[src/rtl/atic_pkg.sv]
//----------------------------------------------------------------------
// atic_pkg: constants for the transmitter control slice
//----------------------------------------------------------------------
// Purpose: register map, field positions, reset values and block sizes.
// Assumes: byte-wide registers reached over the serial control port.
// Notes:   shared by atic_ctrl and atic_ram.
//
// How it works
// - delay bit 0 takes first bit right after frame sync edge; 1 adds one period.
// - edge select 0 samples audio data on rising bit clock, 1 on falling.
// - sync polarity 0 makes sync high the left phase; 1 makes low the left phase.
// - left word always precedes right word inside each frame.
// - enabled transfer-done event sets its flag after each copy and pulls interrupt low.
// - enabled slip event sets its flag on the chosen condition and pulls interrupt low.
// - an enable bit at 0 masks its event source; both reset to 0.
// - slip select 0 picks data slip, 1 picks block start.
// - trigger codes 00 rising, 01 falling, 10 level, 11 reserved.
// - transfer hold 0 allows buffer copies, 1 suppresses them.
// - two 48-byte status buffers, 24 bytes per channel, A and B interleaved.
// - encoder reads status bytes only from the encoder-side buffer.
// - host reaches only host-side buffer; device copies to encoder side itself.
// - power-down bit comes up set after reset until software clears it.
// - after re-enable, next copy happens during frames 184 to 191 of a block.
//----------------------------------------------------------------------

package atic_pkg;

  //--------------------------------------------------------------------
  // register offsets
  //--------------------------------------------------------------------
  localparam logic [5:0] REG_POWER   = 6'h02;
  localparam logic [5:0] REG_PORT    = 6'h03;
  localparam logic [5:0] REG_STATUS  = 6'h04;
  localparam logic [5:0] REG_ENABLE  = 6'h05;
  localparam logic [5:0] REG_TRIGGER = 6'h06;
  localparam logic [5:0] REG_BUFCTL  = 6'h07;
  localparam logic [5:0] BUF_BASE    = 6'h08;

  //--------------------------------------------------------------------
  // field positions
  //--------------------------------------------------------------------
  localparam int unsigned POWER_DOWN_BIT   = 0;
  localparam int unsigned DATA_DELAY_BIT   = 5;
  localparam int unsigned EDGE_SEL_BIT     = 6;
  localparam int unsigned SYNC_POL_BIT     = 7;
  localparam int unsigned XFER_DONE_BIT    = 0;
  localparam int unsigned SLIP_BIT         = 1;
  localparam int unsigned SLIP_SELECT_BIT  = 2;
  localparam int unsigned XFER_TRIG_LSB    = 0;
  localparam int unsigned SLIP_TRIG_LSB    = 2;
  localparam int unsigned TRANSFER_HOLD_BIT = 0;

  //--------------------------------------------------------------------
  // writable bits and reset values
  //--------------------------------------------------------------------
  localparam logic [7:0] POWER_MASK   = 8'h0F;
  localparam logic [7:0] ENABLE_MASK  = 8'h07;
  localparam logic [7:0] TRIGGER_MASK = 8'h0F;
  localparam logic [7:0] BUFCTL_MASK  = 8'h01;
  localparam logic [7:0] POWER_RST    = 8'h03;
  localparam logic [7:0] PORT_RST     = 8'h00;
  localparam logic [7:0] ENABLE_RST   = 8'h00;
  localparam logic [7:0] TRIGGER_RST  = 8'h00;
  localparam logic [7:0] BUFCTL_RST   = 8'h00;

  //--------------------------------------------------------------------
  // trigger mode codes
  //--------------------------------------------------------------------
  localparam logic [1:0] TRIG_RISE  = 2'h0;
  localparam logic [1:0] TRIG_FALL  = 2'h1;
  localparam logic [1:0] TRIG_LEVEL = 2'h2;

  //--------------------------------------------------------------------
  // sizes and frame positions
  //--------------------------------------------------------------------
  localparam int unsigned BUF_BYTES        = 48;
  localparam int unsigned BYTES_PER_CHAN   = 24;
  localparam int unsigned WORD_BITS        = 24;
  localparam int unsigned FRAMES_PER_BLOCK = 192;
  localparam int unsigned COPY_FIRST_FRAME = 184;
  localparam int unsigned COPY_LAST_FRAME  = 191;

endpackage : atic_pkg

[src/rtl/atic_ram.sv]
//----------------------------------------------------------------------
// atic_ram: one channel status buffer
//----------------------------------------------------------------------
// Purpose: 48-byte buffer, one write port and one registered read port.
// Assumes: byte index runs 0..47, even index channel A, odd channel B.
// Notes:   reads beyond the buffer return zero.
//----------------------------------------------------------------------

module atic_ram (
  // clock and reset
  input  wire logic       ref_clk,
  input  wire logic       rst_n,
  // write port
  input  wire logic       wr_en,
  input  wire logic [5:0] wr_idx,
  input  wire logic [7:0] wr_data,
  // read port
  input  wire logic [5:0] rd_idx,
  output logic      [7:0] rd_data
);

  logic [7:0] mem [atic_pkg::BUF_BYTES];

  // byte store, interleaved A/B
  always_ff @(posedge ref_clk) begin
    if (wr_en && (32'(wr_idx) < atic_pkg::BUF_BYTES)) begin
      mem[wr_idx] <= wr_data;
    end
  end

  // registered read data
  always_ff @(posedge ref_clk) begin
    if (!rst_n) begin
      rd_data <= 8'h00;
    end else if (32'(rd_idx) < atic_pkg::BUF_BYTES) begin
      rd_data <= mem[rd_idx];
    end else begin
      rd_data <= 8'h00;
    end
  end

endmodule : atic_ram

[src/rtl/atic_ctrl.sv]
//----------------------------------------------------------------------
// atic_ctrl: audio port framing, events and channel status buffers
//----------------------------------------------------------------------
// Purpose: control port slave, audio input framing, event flags and
//          the host-to-encoder channel status copy.
// Assumes: all pins are asynchronous to ref_clk and far slower.
// Notes:   control port is MSB first, sampled on cclk rise, driven on fall.
//----------------------------------------------------------------------

module atic_ctrl (
  // clock and reset
  input  wire logic        ref_clk,
  input  wire logic        rst_n,
  // serial control port
  input  wire logic        cp_cs_n,
  input  wire logic        cp_cclk,
  input  wire logic        cp_cdin,
  output logic             cp_cdout,
  output logic             cp_cdout_oe,
  output logic             int_n,
  // audio serial input
  input  wire logic        sclk,
  input  wire logic        frame_sync,
  input  wire logic        serial_audio_in,
  output logic [23:0]      left_word,
  output logic [23:0]      right_word,
  output logic             pair_valid,
  // encoder side
  input  wire logic        data_slip,
  input  wire logic [5:0]  enc_rd_idx,
  output logic [7:0]       enc_rd_data,
  output logic [7:0]       frame_index,
  output logic             block_start
);

  //--------------------------------------------------------------------
  // pin synchronisers
  //--------------------------------------------------------------------
  localparam int unsigned P_CS = 0;
  localparam int unsigned P_CK = 1;
  localparam int unsigned P_DI = 2;
  localparam int unsigned P_SC = 3;
  localparam int unsigned P_FS = 4;
  localparam int unsigned P_SD = 5;
  localparam logic [5:0]  PIN_RST = 6'h01;

  logic [5:0] pins;
  logic [5:0] sy0_reg;
  logic [5:0] sy1_reg;
  logic [5:0] sy2_reg;
  logic [5:0] filt_reg;
  logic [5:0] filt_next;
  logic [5:0] rise;
  logic [5:0] fall;

  assign pins = {serial_audio_in, frame_sync, sclk, cp_cdin, cp_cclk, cp_cs_n};

  // three-stage sync chain
  always_ff @(posedge ref_clk) begin
    if (!rst_n) begin
      sy0_reg <= PIN_RST;
      sy1_reg <= PIN_RST;
      sy2_reg <= PIN_RST;
    end else begin
      sy0_reg <= pins;
      sy1_reg <= sy0_reg;
      sy2_reg <= sy1_reg;
    end
  end

  // a change counts once stages two and three agree
  always_comb begin
    for (int i = 0; i < 6; i++) begin
      filt_next[i] = (sy1_reg[i] == sy2_reg[i]) ? sy2_reg[i] : filt_reg[i];
    end
    rise = filt_next & ~filt_reg;
    fall = ~filt_next & filt_reg;
  end

  always_ff @(posedge ref_clk) begin
    if (!rst_n) begin
      filt_reg <= PIN_RST;
    end else begin
      filt_reg <= filt_next;
    end
  end

  //--------------------------------------------------------------------
  // control registers
  //--------------------------------------------------------------------
  logic [7:0] power_reg;
  logic [7:0] port_reg;
  logic [7:0] enable_reg;
  logic [7:0] trigger_reg;
  logic [7:0] bufctl_reg;
  logic [1:0] status_reg;
  logic       wr_stb;
  logic [5:0] addr_reg;
  logic [7:0] new_byte;
  logic       power_down;
  logic       hold;

  assign power_down = power_reg[atic_pkg::POWER_DOWN_BIT];
  assign hold       = bufctl_reg[atic_pkg::TRANSFER_HOLD_BIT];

  // buffer window decode
  function automatic logic in_buffer(input logic [5:0] a);
    in_buffer = (a >= atic_pkg::BUF_BASE) &&
                (32'(a) < 32'(atic_pkg::BUF_BASE) + atic_pkg::BUF_BYTES);
  endfunction : in_buffer

  // register writes from the control port
  always_ff @(posedge ref_clk) begin
    if (!rst_n) begin
      power_reg   <= atic_pkg::POWER_RST;
      port_reg    <= atic_pkg::PORT_RST;
      enable_reg  <= atic_pkg::ENABLE_RST;
      trigger_reg <= atic_pkg::TRIGGER_RST;
      bufctl_reg  <= atic_pkg::BUFCTL_RST;
    end else if (wr_stb) begin
      unique case (addr_reg)
        atic_pkg::REG_POWER:   power_reg   <= new_byte & atic_pkg::POWER_MASK;
        atic_pkg::REG_PORT:    port_reg    <= new_byte;
        atic_pkg::REG_ENABLE:  enable_reg  <= new_byte & atic_pkg::ENABLE_MASK;
        atic_pkg::REG_TRIGGER: trigger_reg <= new_byte & atic_pkg::TRIGGER_MASK;
        atic_pkg::REG_BUFCTL:  bufctl_reg  <= new_byte & atic_pkg::BUFCTL_MASK;
        default: ;
      endcase
    end
  end

  //--------------------------------------------------------------------
  // serial control port
  //--------------------------------------------------------------------
  typedef enum logic [1:0] {CP_IDLE, CP_HEADER, CP_PAD, CP_DATA} atic_cp_state_type;

  atic_cp_state_type cp_state_reg;
  logic [2:0] bit_cnt_reg;
  logic [7:0] shift_in_reg;
  logic       read_mode_reg;
  logic       step_two_reg;
  logic       byte_done;
  logic       fetch_start;
  logic       cs_active;

  assign cs_active = ~filt_next[P_CS];
  assign new_byte  = {shift_in_reg[6:0], filt_next[P_DI]};
  assign byte_done = cs_active && rise[P_CK] && (bit_cnt_reg == 3'h7);
  assign wr_stb    = byte_done && (cp_state_reg == CP_DATA) && !read_mode_reg;
  assign fetch_start = byte_done && read_mode_reg &&
                       ((cp_state_reg == CP_PAD) || (cp_state_reg == CP_DATA));

  // header decode, bit count and address stepping
  always_ff @(posedge ref_clk) begin
    if (!rst_n || !cs_active) begin
      cp_state_reg  <= CP_IDLE;
      bit_cnt_reg   <= 3'h0;
      shift_in_reg  <= 8'h00;
      read_mode_reg <= 1'b0;
      step_two_reg  <= 1'b0;
      addr_reg      <= 6'h00;
    end else begin
      if (cp_state_reg == CP_IDLE) begin
        cp_state_reg <= CP_HEADER;
      end
      if (rise[P_CK]) begin
        shift_in_reg <= new_byte;
        bit_cnt_reg  <= bit_cnt_reg + 3'h1;
      end
      if (byte_done) begin
        unique case (cp_state_reg)
          CP_IDLE, CP_HEADER: begin
            read_mode_reg <= new_byte[7];
            step_two_reg  <= new_byte[6];
            addr_reg      <= new_byte[5:0];
            cp_state_reg  <= CP_PAD;
          end
          CP_PAD: begin
            cp_state_reg <= CP_DATA;
          end
          CP_DATA: begin
            addr_reg <= addr_reg + (step_two_reg ? 6'h02 : 6'h01);
          end
        endcase
      end
    end
  end

  //--------------------------------------------------------------------
  // read fetch and data out
  //--------------------------------------------------------------------
  logic       fetch_pend_reg;
  logic       fetch_ram_reg;
  logic [5:0] fetch_addr_reg;
  logic [7:0] out_shift_reg;
  logic       oe_reg;
  logic       status_clr;
  logic       copy_busy_reg;
  logic [7:0] host_rd_data;
  logic [7:0] reg_rd_data;

  // register read mux, unmapped addresses and reserved bits read zero, except port register bits 4:0 and power register bits 3:1, which read back as written
  always_comb begin
    unique case (fetch_addr_reg)
      atic_pkg::REG_POWER:   reg_rd_data = power_reg;
      atic_pkg::REG_PORT:    reg_rd_data = port_reg;
      atic_pkg::REG_STATUS:  reg_rd_data = {6'h00, status_reg};
      atic_pkg::REG_ENABLE:  reg_rd_data = enable_reg;
      atic_pkg::REG_TRIGGER: reg_rd_data = trigger_reg;
      atic_pkg::REG_BUFCTL:  reg_rd_data = bufctl_reg;
      default:               reg_rd_data = 8'h00;
    endcase
  end

  assign status_clr = fetch_pend_reg && !in_buffer(fetch_addr_reg) &&
                      (fetch_addr_reg == atic_pkg::REG_STATUS);

  // fetch waits while a buffer copy owns the host-side read port
  always_ff @(posedge ref_clk) begin
    if (!rst_n) begin
      fetch_pend_reg <= 1'b0;
      fetch_ram_reg  <= 1'b0;
      fetch_addr_reg <= 6'h00;
    end else begin
      fetch_ram_reg <= 1'b0;
      if (fetch_start) begin
        fetch_pend_reg <= 1'b1;
        fetch_addr_reg <= (cp_state_reg == CP_PAD) ? addr_reg
                          : addr_reg + (step_two_reg ? 6'h02 : 6'h01);
      end else if (fetch_pend_reg && (!in_buffer(fetch_addr_reg) || !copy_busy_reg)) begin
        fetch_pend_reg <= 1'b0;
        fetch_ram_reg  <= in_buffer(fetch_addr_reg);
      end
    end
  end

  // shift out on cclk fall, but never on the fall that opens a byte
  always_ff @(posedge ref_clk) begin
    if (!rst_n) begin
      out_shift_reg <= 8'h00;
    end else if (fetch_ram_reg) begin
      out_shift_reg <= host_rd_data;
    end else if (fetch_pend_reg && !in_buffer(fetch_addr_reg)) begin
      out_shift_reg <= reg_rd_data;
    end else if (fall[P_CK] && (bit_cnt_reg != 3'h0)) begin
      out_shift_reg <= {out_shift_reg[6:0], 1'b0};
    end
  end

  always_ff @(posedge ref_clk) begin
    if (!rst_n) begin
      oe_reg <= 1'b0;
    end else begin
      oe_reg <= cs_active && read_mode_reg && (cp_state_reg == CP_DATA);
    end
  end

  assign cp_cdout    = out_shift_reg[7];
  assign cp_cdout_oe = oe_reg;

  //--------------------------------------------------------------------
  // audio serial input framing
  //--------------------------------------------------------------------
  logic        left_phase;
  logic        sync_edge;
  logic        frame_open;
  logic        sample_edge;
  logic        skip_reg;
  logic        was_left_reg;
  logic        have_left_reg;
  logic [4:0]  bit_pos_reg;
  logic [23:0] word_reg;

  assign left_phase  = filt_next[P_FS] ^ port_reg[atic_pkg::SYNC_POL_BIT];
  assign sync_edge   = (rise[P_FS] | fall[P_FS]) && !power_down;
  assign frame_open  = sync_edge && left_phase;
  assign sample_edge = port_reg[atic_pkg::EDGE_SEL_BIT] ? fall[P_SC] : rise[P_SC];

  // collect one word per phase, left-justified
  always_ff @(posedge ref_clk) begin
    if (!rst_n) begin
      skip_reg    <= 1'b0;
      bit_pos_reg <= 5'h00;
      word_reg    <= 24'h00_0000;
    end else if (sync_edge) begin
      skip_reg    <= port_reg[atic_pkg::DATA_DELAY_BIT];
      bit_pos_reg <= 5'h00;
      word_reg    <= 24'h00_0000;
    end else if (sample_edge && !power_down) begin
      if (skip_reg) begin
        skip_reg <= 1'b0;
      end else if (32'(bit_pos_reg) < atic_pkg::WORD_BITS) begin
        word_reg[5'(atic_pkg::WORD_BITS - 1) - bit_pos_reg] <= filt_next[P_SD];
        bit_pos_reg <= bit_pos_reg + 5'h01;
      end
    end
  end

  // hand out words, left always before right
  always_ff @(posedge ref_clk) begin
    if (!rst_n) begin
      left_word     <= 24'h00_0000;
      right_word    <= 24'h00_0000;
      pair_valid    <= 1'b0;
      was_left_reg  <= 1'b0;
      have_left_reg <= 1'b0;
    end else begin
      pair_valid <= 1'b0;
      if (sync_edge) begin
        was_left_reg <= left_phase;
        if (was_left_reg && !left_phase) begin
          left_word     <= word_reg;
          have_left_reg <= 1'b1;
        end else if (!was_left_reg && left_phase && have_left_reg) begin
          right_word    <= word_reg;
          pair_valid    <= 1'b1;
          have_left_reg <= 1'b0;
        end
      end
    end
  end

  //--------------------------------------------------------------------
  // frame position within the status block
  //--------------------------------------------------------------------
  always_ff @(posedge ref_clk) begin
    if (!rst_n) begin
      frame_index <= 8'h00;
      block_start <= 1'b0;
    end else begin
      block_start <= 1'b0;
      if (frame_open) begin
        if (32'(frame_index) == atic_pkg::FRAMES_PER_BLOCK - 1) begin
          frame_index <= 8'h00;
          block_start <= 1'b1;
        end else begin
          frame_index <= frame_index + 8'h01;
        end
      end
    end
  end

  //--------------------------------------------------------------------
  // host-to-encoder buffer copy
  //--------------------------------------------------------------------
  logic       copied_reg;
  logic [5:0] copy_idx_reg;
  logic       copy_wr_reg;
  logic [5:0] copy_wr_idx_reg;
  logic       copy_end;
  logic       in_window;
  logic       done_cond_reg;
  logic       host_wr;
  logic [5:0] host_rd_idx;

  assign in_window = (32'(frame_index) >= atic_pkg::COPY_FIRST_FRAME) &&
                     (32'(frame_index) <= atic_pkg::COPY_LAST_FRAME);
  assign copy_end  = copy_wr_reg && (32'(copy_wr_idx_reg) == atic_pkg::BUF_BYTES - 1);

  // one copy per block, only inside the frame window and without hold
  always_ff @(posedge ref_clk) begin
    if (!rst_n) begin
      copy_busy_reg   <= 1'b0;
      copied_reg      <= 1'b0;
      copy_idx_reg    <= 6'h00;
      copy_wr_reg     <= 1'b0;
      copy_wr_idx_reg <= 6'h00;
    end else begin
      copy_wr_reg     <= copy_busy_reg;
      copy_wr_idx_reg <= copy_idx_reg;
      if (!in_window) begin
        copied_reg <= 1'b0;
      end
      if (!copy_busy_reg && !copied_reg && in_window && !hold && !power_down) begin
        copy_busy_reg <= 1'b1;
        copied_reg    <= 1'b1;
        copy_idx_reg  <= 6'h00;
      end else if (copy_busy_reg) begin
        if (32'(copy_idx_reg) == atic_pkg::BUF_BYTES - 1) begin
          copy_busy_reg <= 1'b0;
        end else begin
          copy_idx_reg <= copy_idx_reg + 6'h01;
        end
      end
    end
  end

  // host writes land only in the host-side buffer
  assign host_wr     = wr_stb && in_buffer(addr_reg);
  assign host_rd_idx = copy_busy_reg ? copy_idx_reg : fetch_addr_reg - atic_pkg::BUF_BASE;

  atic_ram u_host_buf (
    .ref_clk (ref_clk),
    .rst_n   (rst_n),
    .wr_en   (host_wr),
    .wr_idx  (addr_reg - atic_pkg::BUF_BASE),
    .wr_data (new_byte),
    .rd_idx  (host_rd_idx),
    .rd_data (host_rd_data)
  );

  // encoder reads only its own buffer, filled only by the copy
  atic_ram u_enc_buf (
    .ref_clk (ref_clk),
    .rst_n   (rst_n),
    .wr_en   (copy_wr_reg),
    .wr_idx  (copy_wr_idx_reg),
    .wr_data (host_rd_data),
    .rd_idx  (enc_rd_idx),
    .rd_data (enc_rd_data)
  );

  //--------------------------------------------------------------------
  // event flags and interrupt pin
  //--------------------------------------------------------------------
  logic [1:0] cond;
  logic [1:0] cond_prev_reg;
  logic [1:0] hit;

  // chosen edge or level of the event condition
  function automatic logic trig_hit(input logic [1:0] mode, input logic cur, input logic prev);
    unique case (mode)
      atic_pkg::TRIG_RISE:  trig_hit = cur & ~prev;
      atic_pkg::TRIG_FALL:  trig_hit = ~cur & prev;
      atic_pkg::TRIG_LEVEL: trig_hit = cur;
      default:              trig_hit = 1'b0;              // reserved code
    endcase
  endfunction : trig_hit

  // transfer-done stays up from copy end until the next frame opens
  always_ff @(posedge ref_clk) begin
    if (!rst_n) begin
      done_cond_reg <= 1'b0;
    end else if (copy_end) begin
      done_cond_reg <= 1'b1;
    end else if (frame_open) begin
      done_cond_reg <= 1'b0;
    end
  end

  assign cond[atic_pkg::XFER_DONE_BIT] = done_cond_reg;
  assign cond[atic_pkg::SLIP_BIT] = enable_reg[atic_pkg::SLIP_SELECT_BIT]
                                    ? (frame_index == 8'h00) : data_slip;

  always_comb begin
    hit[atic_pkg::XFER_DONE_BIT] = !hold && enable_reg[atic_pkg::XFER_DONE_BIT] &&
        trig_hit(trigger_reg[atic_pkg::XFER_TRIG_LSB +: 2], cond[0], cond_prev_reg[0]);
    hit[atic_pkg::SLIP_BIT] = enable_reg[atic_pkg::SLIP_BIT] &&
        trig_hit(trigger_reg[atic_pkg::SLIP_TRIG_LSB +: 2], cond[1], cond_prev_reg[1]);
  end

  // sticky flags, cleared by reading the status register; a set wins
  always_ff @(posedge ref_clk) begin
    if (!rst_n) begin
      cond_prev_reg <= 2'h0;
      status_reg    <= 2'h0;
    end else begin
      cond_prev_reg <= cond;
      status_reg    <= hit | (status_clr ? 2'h0 : status_reg);
    end
  end

  // pin low while any enabled flag stands
  always_ff @(posedge ref_clk) begin
    if (!rst_n) begin
      int_n <= 1'b1;
    end else begin
      int_n <= ~|(status_reg & enable_reg[1:0]);
    end
  end

endmodule : atic_ctrl

[config.mk]
export PLATFORM = sky130hd
export DESIGN_NAME = atic_ctrl
export DESIGN_NICKNAME = d
export VERILOG_FILES = /design/src/rtl/atic_pkg.sv /design/src/rtl/atic_ram.sv /design/src/rtl/atic_ctrl.sv
export SDC_FILE = /design/constraint.sdc
export NUM_CORES = 1
export LEC_CHECK = 0
export BUFFER_PORTS_ARGS = -buffer_cell sky130_fd_sc_hd__buf_2
export CAP_MARGIN = 20
export CORE_MARGIN = 2
export CORE_UTILIZATION = 45
export CTS_CLUSTER_DIAMETER = 80
export DETAILED_ROUTE_END_ITERATION = 6
export GPL_TIMING_DRIVEN = 0
export PLACE_DENSITY = 0.6
export SLEW_MARGIN = 30
export SYNTH_ARGS = -nofsm -noshare
export SYNTH_HDL_FRONTEND = slang
export SYNTH_SLANG_ARGS = --single-unit
[constraint.sdc]
create_clock -name ref_clk -period 5.6 [get_ports ref_clk]
set_input_delay 0.28 -clock ref_clk [delete_from_list [all_inputs] [get_ports ref_clk]]
set_output_delay 0.28 -clock ref_clk [all_outputs]
set_load 0.05 [all_outputs]
==> reports/qor.txt <==
Number of port buffers: 79
WP depth: 9
Area Growth Syn to Fin: 14.23%
Tot GR Track Use: 21.65%
Cell variety after synth: 73
Seq pwr share: 52.8%
Initial DRC count: 2317
Top cells by count, synth: 768 x edfxtp_1, 263 x nand2_1, 209 x nor2_1
Worst stage delay on the critical path: 0.75 ns
Post-CTS resize count: 0
Post-Place Setup Slack: 1.857 ns
Final setup margin: 1.760 ns
Slew @ Worst Pin: 1.107 ns
CTS clk-pin slew, worst paths: 0.06 ns
Layout cells sized above 1: 18.44%
Mapped cell area: 38720 µm²
CP Data Required Time: 5.88 ns
Core area: 85280 µm²
Routed len/inst: 24.46 µm
Main synth FF type: edfxtp_1
Synthesized Nets: 2543
Syn avg cell area: 15.43 µm²
Yosys warning count: 0
DR vias/cell: 5.705
Cell count after synthesis: 2510
Worst path cell trace: clkbuf_1 > inv_1 > ha_1 > o2bb2ai_1 > a221oi_2 > nand3_1 > or3_1 > buf_2 > nor2_1
Synth top area cells: edfxtp_1 60%, dfxtp_1 11%, mux4_2 9.7%
F_max: 260.4 MHz
Core Rows: 107
WS Path Type: flip-flop to flip-flop
Yosys top cell by area: edfxtp_1
R2R cell count: 9
Power density cells: 330.2 nW/µm²
Number of global-route vias before repair: 22290
Sw Share: 20.27%
Fin crit share: 68.56%
Post-DP HPWL: 64310 µm
Top flop regs: u_enc_buf.mem: 384 flops, u_host_buf.mem: 384 flops
Setup violators final: 0
Initial antenna violation count: 2
Largest net degree at the start of global routing: 57
Die extent in x: 297.4 µm
Comb pwr share: 1.9%
WHS Endpoint: cond_prev_reg[1]
Hold wc startpoint: data_slip
Skew-Pair Late Insertion Delay: 0.67 ns
Most common cell in the netlist: edfxtp_1
Cts bufs inserted: 100
Layout Nets: 2742
Post-Route WL: 96320 µm
Antenna violation net count after detailed routing: 0
DR pass1 iterations: 5
Overflow after GRT: 0
Max clock buf depth: 3
FF-to-FF setup slack: 1.76 ns
Arrival time worst endpoint: 4.12 ns
Initial Utilization: 45.41%
Chip height: 297.4 µm
Vias: 22460
Post-synth ARST share: 0%
CP max FO: 10
RR Startpoint: addr_reg[3]
Worst min path class: input port to flip-flop
Fin Clk Skew: 0.05804 ns
TritonCTS clock tree: done
H-tree level count: 3
EDFF count, synth: 768
Outcome: finished clean
WP buf/inv: 3
Leak: 14.67 nW
Endpoint class of the critical path: flip-flop
CTS Sinks: 976
I/O pins: 84
NetSw: 2.961 mW
Critical path's slowest cell: nor2_1
Internal Pwr Total: 11.65 mW
Clock root buffer master: clkbuf_16
Setup tns final: 0 ns
Worst hold stages: 4
Final Critical Period: 3.840 ns
RSZ-0062 raised after global routing: no
Total Die Area: 88420 µm²
Fin. Hold Viols: 0
First-pass GRT wire length: 143900 µm
Max-cap violations: 0
Yosys reg bits: 976
Rel. slew slack: 25.73%
R2R Path End: u_host_buf.mem[18][5]
Delay-heaviest family, CP: simple AND/OR/NAND/NOR gates
GP Congestion: 0.8918
Final slew viol count: 0
Clk network pwr share: 45.3%
Post-synthesis sequential area ratio: 70.31%
Yosys top cell area share: 59.55%
DRC Markers: 0
Pwr Total: 14.61 mW
Maximum VDD drop: 279.8 µV
Critical Path Source Type: flip-flop
N_diodes: 0
-- layout by cell type (no fill, tap or decap), types with 54 or more instances in the layout --
cell / Yosys / layout
dfxtp_1: 208 / 193
buf_2: 35 / 116
nor2_1: 209 / 205
clkbuf_1: 88 / 101
clkbuf_16: 0 / 106
o21ai_0: 55 / 54
mux4_2: 166 / 166
nand3_1: 86 / 86
a21oi_1: 91 / 91
edfxtp_1: 768 / 768
nand2_1: 263 / 263
mux2i_1: 130 / 129
-- power groups by stage --
stage	Clock, mW	Combinational [mW]	Sequential (mW)
6_report	6.61	0.279	7.72
5_1_grt	6.99	0.293	7.71
4_1_cts	6.71	0.283	7.72
3_5_place_dp	0	0.278	7.87
3_3_place_gp	0	0.276	7.87
2_1_floorplan	0	0.170	7.89
-- worst max path at each step --
stage | startpoint | to | slack, ns
2_1_floorplan | addr_reg[3] | u_host_buf.mem[22][0] | 2.64
4_1_cts | addr_reg[3] | u_host_buf.mem[36][7] | 1.82
6_report | addr_reg[3] | u_host_buf.mem[18][5] | 1.76
3_5_place_dp | addr_reg[3] | u_host_buf.mem[47][2] | 1.86
5_1_grt | addr_reg[3] | u_host_buf.mem[18][0] | 1.59
3_3_place_gp | addr_reg[3] | u_host_buf.mem[22][6] | 1.41
-- kinds of logic (layout without fill, tap and decap cells) --
family	count (synthesis)	count (layout)	share of synthesized area [%]
XOR/XNOR	20	20	0.4523
AO/OA/AOI/OAI	273	273	4.423
buffers and inverters	174	457	2.052
multiplexers	303	303	13.22
adder cells (fa/ha/maj)	21	21	0.6785
flip-flops	976	976	70.31
AND/OR/NAND/NOR	743	743	8.869
-- through the flow --
step / std cells / util, % / hold WS (ns) / cell area (µm²)
2_1_floorplan: 2510 / - / 0.3815 / 38720
3_3_place_gp: 3733 / 47.55 / 0.4020 / 40550
3_5_place_dp: 3745 / 47.92 / 0.4063 / 40870
4_1_cts: 3937 / 51.86 / 0.02217 / 44230
5_1_grt: 3937 / 51.87 / 0.08273 / 44240
6_report: 3937 / 51.87 / 0.07180 / 44240
-- cell type report --
| class | instances | area [µm²] |
|---|---|---|
| clock inverters | 59 | 508.0 |
| fillers | 7008 | 41040 |
| flip-flops and latches | 976 | 27260 |
| well taps | 1144 | 1431 |
| clock buffers | 127 | 2791 |
| plain buffers | 152 | 715.7 |
| repair buffers | 97 | 690.7 |
| multi-input cells | 1360 | 10760 |
| inverters | 22 | 82.58 |
-- worst min-delay path, stage by stage --
cell     delay (ns)
buf_2          0.08
nor2b_1        0.12
a31oi_1        0.08
nor2b_1        0.12
-- repair_timing --
item,4_1_cts,5_1_grt
hold buffers,6,0
setup buffers,0,0
hold endpoints to repair,6,0
-- per-layer routing --
| layer | GRT usage [%] | part of all wire (%) | vias up |
|---|---|---|---|
| met1 | 30.06 | 42 | 11490 |
| met3 | 3.111 | 6.4 | 174 |
| li1 | - | - | 9946 |
| met4 | 6.854 | 3.0 | 0 |
| met2 | 35.45 | 48 | 851 |
| met5 | 0 | 0 | - |
Note: power is estimated with default switching activity, not from simulation.
